===== src/shared/rfsrb_pkg.sv =====
// Functional notes
// - Direction bit 0 selects read, sampled rising
// - Read data changes on falling edges, MSB first
// - Data pin turns output after direction capture
// - Select high ends read anytime, no side effects
// - Bits beyond register width read as zero
// - Invalid address: ones for 32 periods, then zeros
// - Data pin returns to input on select high
// - Slicer trim at 0110, 6 bits, read/write
// - Wake-up rate at 1000, 18 bits, read/write
// - 1111 lock/recovery control 32 bits; 1100-1110 reserved
// - Any write to 1011 resets the device
// - Software reset restores defaults and powers down
// - Power-down holds radio sub-blocks in reset
// - Main control resets to 10000270 hex
// - Bit 31 global power switch, resets 0
// - Bit 30 selects receive or transmit
// - Bit 29 enables recovered clock output
// - Bit 28 gates transmit on synthesizer lock
// - Amplifier on only with bits 27 and 31
// - Select high ignores clock; one register per access
// - Wake-up enable 0 disables wake-up function
// - Signal level hysteresis validates received data
package rfsrb_pkg;

  localparam int          ADDR_W          = 4;
  localparam int          DATA_W          = 32;
  localparam int          CNT_W           = 6;
  // Register addresses
  localparam logic [3:0]  ADR_FREQ_CODE_0 = 4'h0;
  localparam logic [3:0]  ADR_FREQ_CODE_3 = 4'h3;
  localparam logic [3:0]  ADR_MAIN_CTRL   = 4'h4;
  localparam logic [3:0]  ADR_STATUS      = 4'h5;
  localparam logic [3:0]  ADR_SLICER_TRIM = 4'h6;
  localparam logic [3:0]  ADR_WAKEUP_CTRL = 4'h7;
  localparam logic [3:0]  ADR_WAKEUP_RATE = 4'h8;
  localparam logic [3:0]  ADR_WAKEUP_ADDR = 4'h9;
  localparam logic [3:0]  ADR_WAKEUP_WORD = 4'hA;
  localparam logic [3:0]  ADR_SW_CLEAR    = 4'hB;
  localparam logic [3:0]  ADR_LOCK_CTRL   = 4'hF;
  // Register widths in bits
  localparam logic [5:0]  WID_FULL        = 6'h20;
  localparam logic [5:0]  WID_STATUS      = 6'h1F;
  localparam logic [5:0]  WID_SLICER      = 6'h06;
  localparam logic [5:0]  WID_WU_RATE     = 6'h12;
  localparam logic [5:0]  WID_WU_ADDR     = 6'h19;
  localparam logic [5:0]  WID_SW_CLEAR    = 6'h01;
  localparam logic [5:0]  WID_NONE        = 6'h00;
  // Invalid address read pattern length in clock periods
  localparam logic [5:0]  INVALID_ONES    = 6'h20;
  localparam logic [5:0]  CNT_MAX         = 6'h3F;
  localparam logic [2:0]  ADDR_RW_LAST    = 3'h4;
  // Reset values
  localparam logic [31:0] RST_MAIN_CTRL   = 32'h1000_0270;
  localparam logic [31:0] RST_SLICER      = 32'h0000_0020;
  localparam logic [31:0] RST_OTHER       = 32'h0000_0000;
  // Main control field positions
  localparam int          BIT_POWER       = 31;
  localparam int          BIT_DIRECTION   = 30;
  localparam int          BIT_REC_CLK     = 29;
  localparam int          BIT_TX_ON_LOCK  = 28;
  localparam int          BIT_AMP_POWER   = 27;
  localparam int          BIT_WAKEUP_EN   = 26;
  localparam int          THR_HI          = 23;
  localparam int          THR_LO          = 18;
  localparam int          HYS_HI          = 17;
  localparam int          HYS_LO          = 15;

  // Serial access states, one-hot
  typedef enum logic [3:0] {
    ST_IDLE  = 4'b0001,
    ST_ADDR  = 4'b0010,
    ST_READ  = 4'b0100,
    ST_WRITE = 4'b1000
  } rfsrb_state_t;

  // Radio control outputs decoded from main control, plus the software reset pulse
  typedef struct packed {
    logic global_power_on;
    logic radio_direction;
    logic recovered_clock_enable;
    logic transmit_enable;
    logic amplifier_power_on;
    logic wakeup_enable;
    logic radio_blocks_hold;
    logic function_reset;
  } rfsrb_ctrl_t;

endpackage


===== src/rtl/rfsrb_regbank.sv =====
`timescale 1ns/1ps
`default_nettype none
module rfsrb_regbank
  import rfsrb_pkg::*;
(
  input  wire logic        core_clk_in,          // 100 MHz core clock
  input  wire logic        rst_in,               // Synchronous reset, active high
  input  wire logic        serial_select_n_in,   // Access select, active low
  input  wire logic        serial_clk_in,        // Serial clock from host
  input  wire logic        serial_data_in,       // Data pin input level
  output logic             serial_data_out,      // Data pin drive value
  output logic             serial_data_oe_n_out, // Data pin drive enable, low drives
  input  wire logic [30:0] status_flags_in,      // Status word from radio core
  input  wire logic        synth_lock_flag_in,   // Synthesizer lock flag
  input  wire logic [31:0] wakeup_word_in,       // Received wake-up word
  input  wire logic [5:0]  signal_level_in,      // Measured signal level
  input  wire logic        radio_data_pin_in,    // Demodulated data
  output logic             radio_data_pin_out,   // Validated received data
  output rfsrb_ctrl_t      ctrl_out              // Decoded radio controls
);

  rfsrb_state_t  state_ff;
  logic [2:0]    sel_sync_ff;
  logic [2:0]    sck_sync_ff;
  logic [1:0]    sdi_sync_ff;
  logic [3:0]    addr_ff;
  logic [2:0]    hdr_cnt_ff;
  logic [5:0]    bit_cnt_ff;
  logic [31:0]   shift_ff;
  logic          invalid_ff;
  logic [5:0]    width_ff;
  logic [31:0]   regs_ff [16];
  logic          soft_rst_ff;
  logic          data_valid_ff;
  logic          oe_n_ff;
  logic          sdo_ff;

  logic          sel_active;
  logic          sck_rise;
  logic          sck_fall;
  logic          sdi;
  logic          read_begin;
  logic          write_commit;
  logic          end_access;
  logic [5:0]    cur_width;
  logic [31:0]   cur_value;
  logic [31:0]   merged;
  logic [31:0]   main_ctrl;
  logic [7:0]    thr;
  logic [7:0]    hys;
  logic [7:0]    lvl;

  // Width of the register as seen by the serial port; zero marks invalid
  function automatic logic [5:0] width_of(input logic [3:0] adr, input logic rd);
    logic [5:0] w;
    w = WID_NONE;
    if (adr <= ADR_FREQ_CODE_3 || adr == ADR_MAIN_CTRL || adr == ADR_WAKEUP_CTRL ||
        adr == ADR_LOCK_CTRL) begin
      w = WID_FULL;
    end else if (adr == ADR_STATUS || adr == ADR_WAKEUP_WORD) begin
      w = rd ? ((adr == ADR_STATUS) ? WID_STATUS : WID_FULL) : WID_NONE;
    end else if (adr == ADR_SLICER_TRIM) begin
      w = WID_SLICER;
    end else if (adr == ADR_WAKEUP_RATE) begin
      w = WID_WU_RATE;
    end else if (adr == ADR_WAKEUP_ADDR) begin
      w = WID_WU_ADDR;
    end else if (adr == ADR_SW_CLEAR) begin
      w = rd ? WID_NONE : WID_SW_CLEAR;
    end
    // Reserved 1100-1110 fall through as invalid
    return w;
  endfunction

  // Default value of each register
  function automatic logic [31:0] default_of(input int idx);
    logic [31:0] v;
    v = RST_OTHER;
    if (idx == int'(ADR_MAIN_CTRL)) begin
      v = RST_MAIN_CTRL;
    end else if (idx == int'(ADR_SLICER_TRIM)) begin
      v = RST_SLICER;
    end
    return v;
  endfunction

  // Pin synchronisers; the first stage feeds only the second
  always_ff @(posedge core_clk_in) begin
    if (rst_in) begin
      sel_sync_ff <= 3'h7;
      sck_sync_ff <= 3'h0;
      sdi_sync_ff <= 2'h0;
    end else begin
      sel_sync_ff <= {sel_sync_ff[1:0], serial_select_n_in};
      sck_sync_ff <= {sck_sync_ff[1:0], serial_clk_in};
      sdi_sync_ff <= {sdi_sync_ff[0], serial_data_in};
    end
  end

  // Edge detection on synchronised pins; clock ignored while deselected
  assign sel_active = ~sel_sync_ff[1];
  assign sck_rise   = sel_active & sck_sync_ff[1] & ~sck_sync_ff[2];
  assign sck_fall   = sel_active & ~sck_sync_ff[1] & sck_sync_ff[2];
  assign sdi        = sdi_sync_ff[1];
  assign end_access = ~sel_active & ~(state_ff == ST_IDLE);

  // Direction bit 0 after four address bits opens a read
  assign read_begin = (state_ff == ST_ADDR) & sck_rise &
                      (hdr_cnt_ff == ADDR_RW_LAST) & ~sdi;
  assign cur_width  = width_of(addr_ff, 1'b1);
  assign main_ctrl  = regs_ff[ADR_MAIN_CTRL];

  // Read value of the addressed register, live inputs for read-only ones
  always_comb begin
    cur_value = regs_ff[addr_ff];
    if (addr_ff == ADR_STATUS) begin
      cur_value = {1'b0, status_flags_in};
    end else if (addr_ff == ADR_WAKEUP_WORD) begin
      cur_value = wakeup_word_in;
    end
  end

  // Write commits on select rise, or on the first extra rising edge
  assign write_commit = (state_ff == ST_WRITE) & (width_ff != WID_NONE) &
                        ((~sel_active & (bit_cnt_ff != 6'h00)) |
                         (sck_rise & (bit_cnt_ff == width_ff)));

  // Merge the received top bits over the old register contents
  always_comb begin
    logic [5:0]  keep;
    logic [31:0] keep_mask;
    logic [31:0] wid_mask;
    keep      = width_ff - bit_cnt_ff;
    keep_mask = (keep == 6'h00) ? 32'h0000_0000 : (32'hFFFF_FFFF >> (WID_FULL - keep));
    wid_mask  = 32'hFFFF_FFFF >> (WID_FULL - width_ff);
    merged    = (regs_ff[addr_ff] & keep_mask) | ((shift_ff << keep) & wid_mask);
  end

  // Access sequencer; select high always returns to idle
  always_ff @(posedge core_clk_in) begin
    if (rst_in) begin
      state_ff <= ST_IDLE;
    end else begin
      case (state_ff)
        ST_IDLE: begin
          if (sel_active) begin
            state_ff <= ST_ADDR;
          end
        end
        ST_ADDR: begin
          if (~sel_active) begin
            state_ff <= ST_IDLE;
          end else if (sck_rise && hdr_cnt_ff == ADDR_RW_LAST) begin
            state_ff <= sdi ? ST_WRITE : ST_READ;
          end
        end
        ST_READ: begin
          if (~sel_active) begin
            state_ff <= ST_IDLE;
          end
        end
        ST_WRITE: begin
          if (~sel_active) begin
            state_ff <= ST_IDLE;
          end
        end
        default: begin
          state_ff <= ST_IDLE;
        end
      endcase
    end
  end

  // Header capture: four address bits then direction, MSB first
  always_ff @(posedge core_clk_in) begin
    if (rst_in) begin
      addr_ff    <= 4'h0;
      hdr_cnt_ff <= 3'h0;
    end else if (state_ff == ST_IDLE) begin
      hdr_cnt_ff <= 3'h0;
    end else if (state_ff == ST_ADDR && sck_rise) begin
      hdr_cnt_ff <= hdr_cnt_ff + 3'h1;
      if (hdr_cnt_ff != ADDR_RW_LAST) begin
        addr_ff <= {addr_ff[2:0], sdi};
      end
    end
  end

  // Data shifter and bit counter for both directions
  always_ff @(posedge core_clk_in) begin
    if (rst_in) begin
      shift_ff   <= 32'h0000_0000;
      bit_cnt_ff <= 6'h00;
      width_ff   <= 6'h00;
      invalid_ff <= 1'b0;
    end else if (state_ff == ST_IDLE) begin
      bit_cnt_ff <= 6'h00;
    end else if (state_ff == ST_ADDR && sck_rise && hdr_cnt_ff == ADDR_RW_LAST) begin
      bit_cnt_ff <= 6'h00;
      width_ff   <= width_of(addr_ff, ~sdi);
      invalid_ff <= (width_of(addr_ff, ~sdi) == WID_NONE);
      shift_ff   <= ~sdi ? (cur_value << (WID_FULL - cur_width)) : 32'h0000_0000;
    end else if (state_ff == ST_READ && sck_fall) begin
      shift_ff   <= {shift_ff[30:0], 1'b0};
      bit_cnt_ff <= (bit_cnt_ff == CNT_MAX) ? CNT_MAX : bit_cnt_ff + 6'h01;
    end else if (state_ff == ST_WRITE && sck_rise && bit_cnt_ff < width_ff) begin
      shift_ff   <= {shift_ff[30:0], sdi};
      bit_cnt_ff <= bit_cnt_ff + 6'h01;
    end else if (state_ff == ST_WRITE && sck_rise && bit_cnt_ff == width_ff) begin
      bit_cnt_ff <= 6'h00;                              // Extra bits ignored after commit
      width_ff   <= WID_NONE;
    end
  end

  // Data pin driver: enabled on the first falling edge of a read
  always_ff @(posedge core_clk_in) begin
    if (rst_in) begin
      oe_n_ff <= 1'b1;
      sdo_ff  <= 1'b0;
    end else if (state_ff != ST_READ || ~sel_active) begin
      oe_n_ff <= 1'b1;
      sdo_ff  <= 1'b0;
    end else if (sck_fall) begin
      oe_n_ff <= 1'b0;
      if (invalid_ff) begin
        sdo_ff <= (bit_cnt_ff < INVALID_ONES);
      end else if (bit_cnt_ff < width_ff) begin
        sdo_ff <= shift_ff[31];
      end else begin
        sdo_ff <= 1'b0;
      end
    end
  end

  assign serial_data_out      = sdo_ff;
  assign serial_data_oe_n_out = oe_n_ff;

  // Software reset pulse on any write to the clear register
  always_ff @(posedge core_clk_in) begin
    if (rst_in) begin
      soft_rst_ff <= 1'b0;
    end else begin
      soft_rst_ff <= write_commit & (addr_ff == ADR_SW_CLEAR);
    end
  end

  // Register array; reset and software reset restore defaults
  for (genvar g = 0; g < 16; g++) begin : g_reg
    always_ff @(posedge core_clk_in) begin
      if (rst_in || soft_rst_ff) begin
        regs_ff[g] <= default_of(g);
      end else if (write_commit && addr_ff == 4'(g) && g != int'(ADR_SW_CLEAR)) begin
        regs_ff[g] <= merged;
      end
    end
  end

  // Threshold, hysteresis and level widened so the sums cannot wrap
  assign thr = {2'h0, main_ctrl[THR_HI:THR_LO]};
  assign hys = {5'h00, main_ctrl[HYS_HI:HYS_LO]};
  assign lvl = {2'h0, signal_level_in};

  // Received data validation with signal level hysteresis
  always_ff @(posedge core_clk_in) begin
    if (rst_in || soft_rst_ff || ~main_ctrl[BIT_POWER]) begin
      data_valid_ff <= 1'b0;
    end else if (lvl >= thr + hys) begin
      data_valid_ff <= 1'b1;
    end else if (lvl + hys < thr) begin
      data_valid_ff <= 1'b0;
    end
  end

  assign radio_data_pin_out = radio_data_pin_in & data_valid_ff;

  // Control decode from main control, function reset from the software reset pulse
  always_comb begin
    ctrl_out.global_power_on        = main_ctrl[BIT_POWER];
    ctrl_out.radio_direction        = main_ctrl[BIT_DIRECTION];
    ctrl_out.recovered_clock_enable = main_ctrl[BIT_POWER] & main_ctrl[BIT_REC_CLK];
    ctrl_out.transmit_enable        = main_ctrl[BIT_POWER] & main_ctrl[BIT_DIRECTION] &
                                      (~main_ctrl[BIT_TX_ON_LOCK] | synth_lock_flag_in);
    ctrl_out.amplifier_power_on     = main_ctrl[BIT_AMP_POWER] & main_ctrl[BIT_POWER];
    ctrl_out.wakeup_enable          = main_ctrl[BIT_WAKEUP_EN] & main_ctrl[BIT_POWER];
    ctrl_out.radio_blocks_hold      = ~main_ctrl[BIT_POWER];
    ctrl_out.function_reset         = soft_rst_ff;
  end
endmodule
`default_nettype wire


===== config.mk =====
export PLATFORM = sky130hd
export DESIGN_NAME = rfsrb_regbank
export DESIGN_NICKNAME = d
export VERILOG_FILES = /design/src/shared/rfsrb_pkg.sv /design/src/rtl/rfsrb_regbank.sv
export SDC_FILE = /design/constraint.sdc
export NUM_CORES = 1
export LEC_CHECK = 0
export ABC_CLOCK_PERIOD_IN_PS = 9800
export BUFFER_PORTS_ARGS = -buffer_cell sky130_fd_sc_hd__buf_2
export CAP_MARGIN = 5
export CORE_UTILIZATION = 52
export CTS_CLUSTER_SIZE = 30
export DETAILED_ROUTE_END_ITERATION = 6
export HOLD_SLACK_MARGIN = 0.05
export PLACE_DENSITY = 0.68
export REMOVE_ABC_BUFFERS = 1
export SYNTH_ARGS = -nofsm -noshare
export SYNTH_HDL_FRONTEND = slang
export SYNTH_SLANG_ARGS = --single-unit

===== constraint.sdc =====
create_clock -name core_clk_in -period 9.8 [get_ports core_clk_in]
set_clock_uncertainty 0.2 [all_clocks]
set_input_delay 1.47 -clock core_clk_in [delete_from_list [all_inputs] [get_ports core_clk_in]]
set_output_delay 1.47 -clock core_clk_in [all_outputs]
set_load 0.01 [all_outputs]

==> reports/metrics.yaml <==
status: "complete, no violations"
clkSinkCount: 551
firstDrtPassIters: 6
cp-start-kind: "flop"
via_per_inst: 6.67
min_from: "sel_sync_ff[0]$_SDFF_PP1_"
yosys_register_bits: 551
placed_area_mm2: 0.0311
syn_area_per_cell_um2: 10.6
yosysWarnings: 0
reg2reg_from: "addr_ff[2]$_SDFFE_PP0P_"
fin_crit_sh: 0.550
place_inst: 3520
drv_cap: 0
finish.instance_area_mm2: 0.0329
io_buffers: 86
seq_area_frac_synth: 0.530
die_h_um: 242
synth_edf_count: 480
clockBufferDepth: 3
syn_area_mm2: 0.0299
cp_data_required_time_ns: 10.08
synthCells: 2808
setup_viol: 0
power.density_mw_per_mm2: 151
holdPathEnd: "sel_sync_ff[1]$_SDFF_PP1_"
critical_path_class: "reg -> reg"
regToRegSetupSlack_ns: 4.41
synth.top_cells.by_area: "edfxtp_1, nor2_1, mux2i_1, dfxtp_1, mux4_2"
rsz0062_at_grt: "no"
drc: 0
synthArstFlopShare: 0
fillers: 4772
nets: 2940
gp_congestion: 1.03
post_cts_buffers: 0
drtIter0Drc: 3440
register_area_mm2: 0.0158
num_rows: 87
start_util: 0.527
vias: 24100
cts_tree: "built"
numCtsBuffers: 58
endpoint_kind: "flop"
worst_slack_ns: 4.41
holdCritPathClass: "reg -> reg"
grtUsageTotal: 0.355
setup_tns_ns: 0
clk_pin_slew_ns: 0.06
dp_worst_setup_slack_ns: 4.54
ioPinCount: 87
cp_max_fo: 31
fmax_mhz: 186
synth_ff_type: "edfxtp_1"
holdPathStages: 1
ant_nets: 0
drive_gt1_frac: 0.141
cts_root_buf: "clkbuf_16"
multiInputGateArea_mm2: 0.0129
reg2reg_depth: 12
overflow: 0
areaGrowthSynthToFinish_pct: 10.1
relSlewSlack: 0.0675
cts.htree.levels: 2
peakVddDrop_uv: 155
regToRegEndpoint: "shift_ff[29]$_SDFFE_PP0P_"
leakage_nw: 11.0
cts_hold_buf: 0
ys_types: 84
grt_max_degree: 113
slew_violations: 0
clk_latency_ns: 0.65
period_needed_ns: 5.39
grt_pass1_vias: 23200
yosys.area.top_type: "edfxtp_1"
finalCoreUtilization: 0.581
core-area_mm2: 0.0566
wl_per_cell_um: 29.0
cp-startpoint: "addr_ff[2]$_SDFFE_PP0P_"
synth_top_area_frac: 0.483
arrival_ns: 5.68
grt_pass1_wl_mm: 153
die_w_um: 242
die_area_mm2: 0.0584
hold_viol_final: 0
fin_cells: 3621
cts_resized: 0
antenna_found_initial: 1
drt_wl_total_mm: 105
dp_hpwl_mm: 69.1
worst_pin_slew_ns: 1.40
[how the worst max path moves through the flow]
| stage | end | slack (ns) | depth (start not counted) |
|---|---|---|---|
| 2_1_floorplan | shift_ff[31]$_SDFFE_PP0P_ | 3.11 | 8 |
| 3_3_place_gp | shift_ff[29]$_SDFFE_PP0P_ | 4.65 | 12 |
| 3_5_place_dp | shift_ff[29]$_SDFFE_PP0P_ | 4.54 | 12 |
| 4_1_cts | shift_ff[29]$_SDFFE_PP0P_ | 4.56 | 12 |
| 5_1_grt | shift_ff[29]$_SDFFE_PP0P_ | 4.11 | 12 |
| 6_report | shift_ff[29]$_SDFFE_PP0P_ | 4.41 | 12 |
[through the flow]
stage / total power [mW] / hold WS, ns
after global routing: 5.07 / 0.220
after floorplan: 2.80 / 0.189
after detailed placement: 2.90 / 0.198
after global placement: 2.89 / 0.193
final: 4.96 / 0.210
after CTS: 4.96 / 0.212
[routing by layer]
metal / wire (um) / vias up / share of wire / GRT usage
li1: - / 10400 / - / -
met2: 48500 / 1633 / 0.46 / 0.567
met4: 4500 / 0 / 0.043 / 0.147
met3: 11600 / 283 / 0.11 / 0.0535
met1: 40600 / 11800 / 0.39 / 0.485
met5: 0 / - / 0 / 0
[cells by family after synthesis]
logic type	synth area share
AO/OA/AOI/OAI	0.133
multiplexers	0.119
AND/OR/NAND/NOR	0.151
flip-flops	0.530
buffers and inverters	0.0431
adder cells (fa/ha/maj)	0.0171
XOR/XNOR	0.00671
[final cells by class]
| class | instances | share of cell area |
|---|---|---|
| sequential | 551 | 0.482 |
| multi-input combinational | 1979 | 0.394 |
| clock buffer | 79 | 0.0472 |
| timing repair buffer | 178 | 0.0349 |
| tap | 756 | 0.0288 |
| clock inverter | 20 | 0.00681 |
| inverter | 57 | 0.00651 |
| antenna | 1 | 0.0000761 |
[synth_stat cells, types with 6 or more instances]
cell type / instances
a22o_1: 6
ha_1: 36
nand2_1: 198
buf_6: 7
a32oi_1: 16
clkbuf_1: 117
mux4_2: 57
buf_4: 19
a221o_1: 10
o221ai_1: 19
o2bb2ai_1: 8
edfxtp_1: 480
nor2_1: 619
nand4_1: 12
nand2b_1: 24
a21o_1: 14
o31ai_1: 6
dfxtp_1: 71
a2111oi_0: 6
a31oi_1: 25
mux2_2: 35
a221oi_1: 22
a211o_1: 8
mux2i_1: 187
buf_1: 14
and3_1: 12
nand3_1: 56
buf_2: 60
nor3_1: 38
o21a_1: 16
o211ai_1: 25
a21oi_1: 114
o22ai_1: 25
and2_1: 16
o21ai_0: 123
a22oi_1: 66
xnor2_1: 14
inv_1: 54
or2_2: 8
nor2b_1: 39
xor2_1: 7
a211oi_1: 26
[critical path, stage by stage (launching register included)]
cell,delay [ns]
dfxtp_1,0.77
nand2b_1,0.56
a21oi_2,0.52
inv_1,0.31
ha_1,0.35
buf_4,0.24
inv_1,0.89
nor2_1,0.28
nand2_1,0.13
a21oi_1,0.06
a2111oi_0,0.58
o32ai_1,0.19
a21o_1,0.19
[state kept, by name, indices dropped and copies added, names as in the netlist, named ones only]
signal,count
addr_ff,4
bit_cnt_ff,6
data_valid_ff,1
hdr_cnt_ff,3
invalid_ff,1
regs_ff,480
sck_sync_ff,3
sdi_sync_ff,2
sel_sync_ff,2
serial_data_oe_n_out,1
serial_data_out,1
shift_ff,32
soft_rst_ff,1
state_ff,4
width_ff,6
[layout by cell type, fill, tap and decap left out, types with 57 or more instances in the layout]
cell type	instances
nor2_1	618
clkbuf_16	58
mux4_2	57
buf_4	90
o21ai_0	108
a22oi_1	66
nand2_1	197
mux2i_1	187
edfxtp_1	480
buf_2	86
dfxtp_1	67
a21oi_1	114
[power by group]
group / internal [mW] / switching, mW
clock: 1.18 / 0.916
sequential: 2.62 / 0.0249
combinational: 0.0697 / 0.145
total: 3.87 / 1.09
Power figures use the tool's default switching activity.
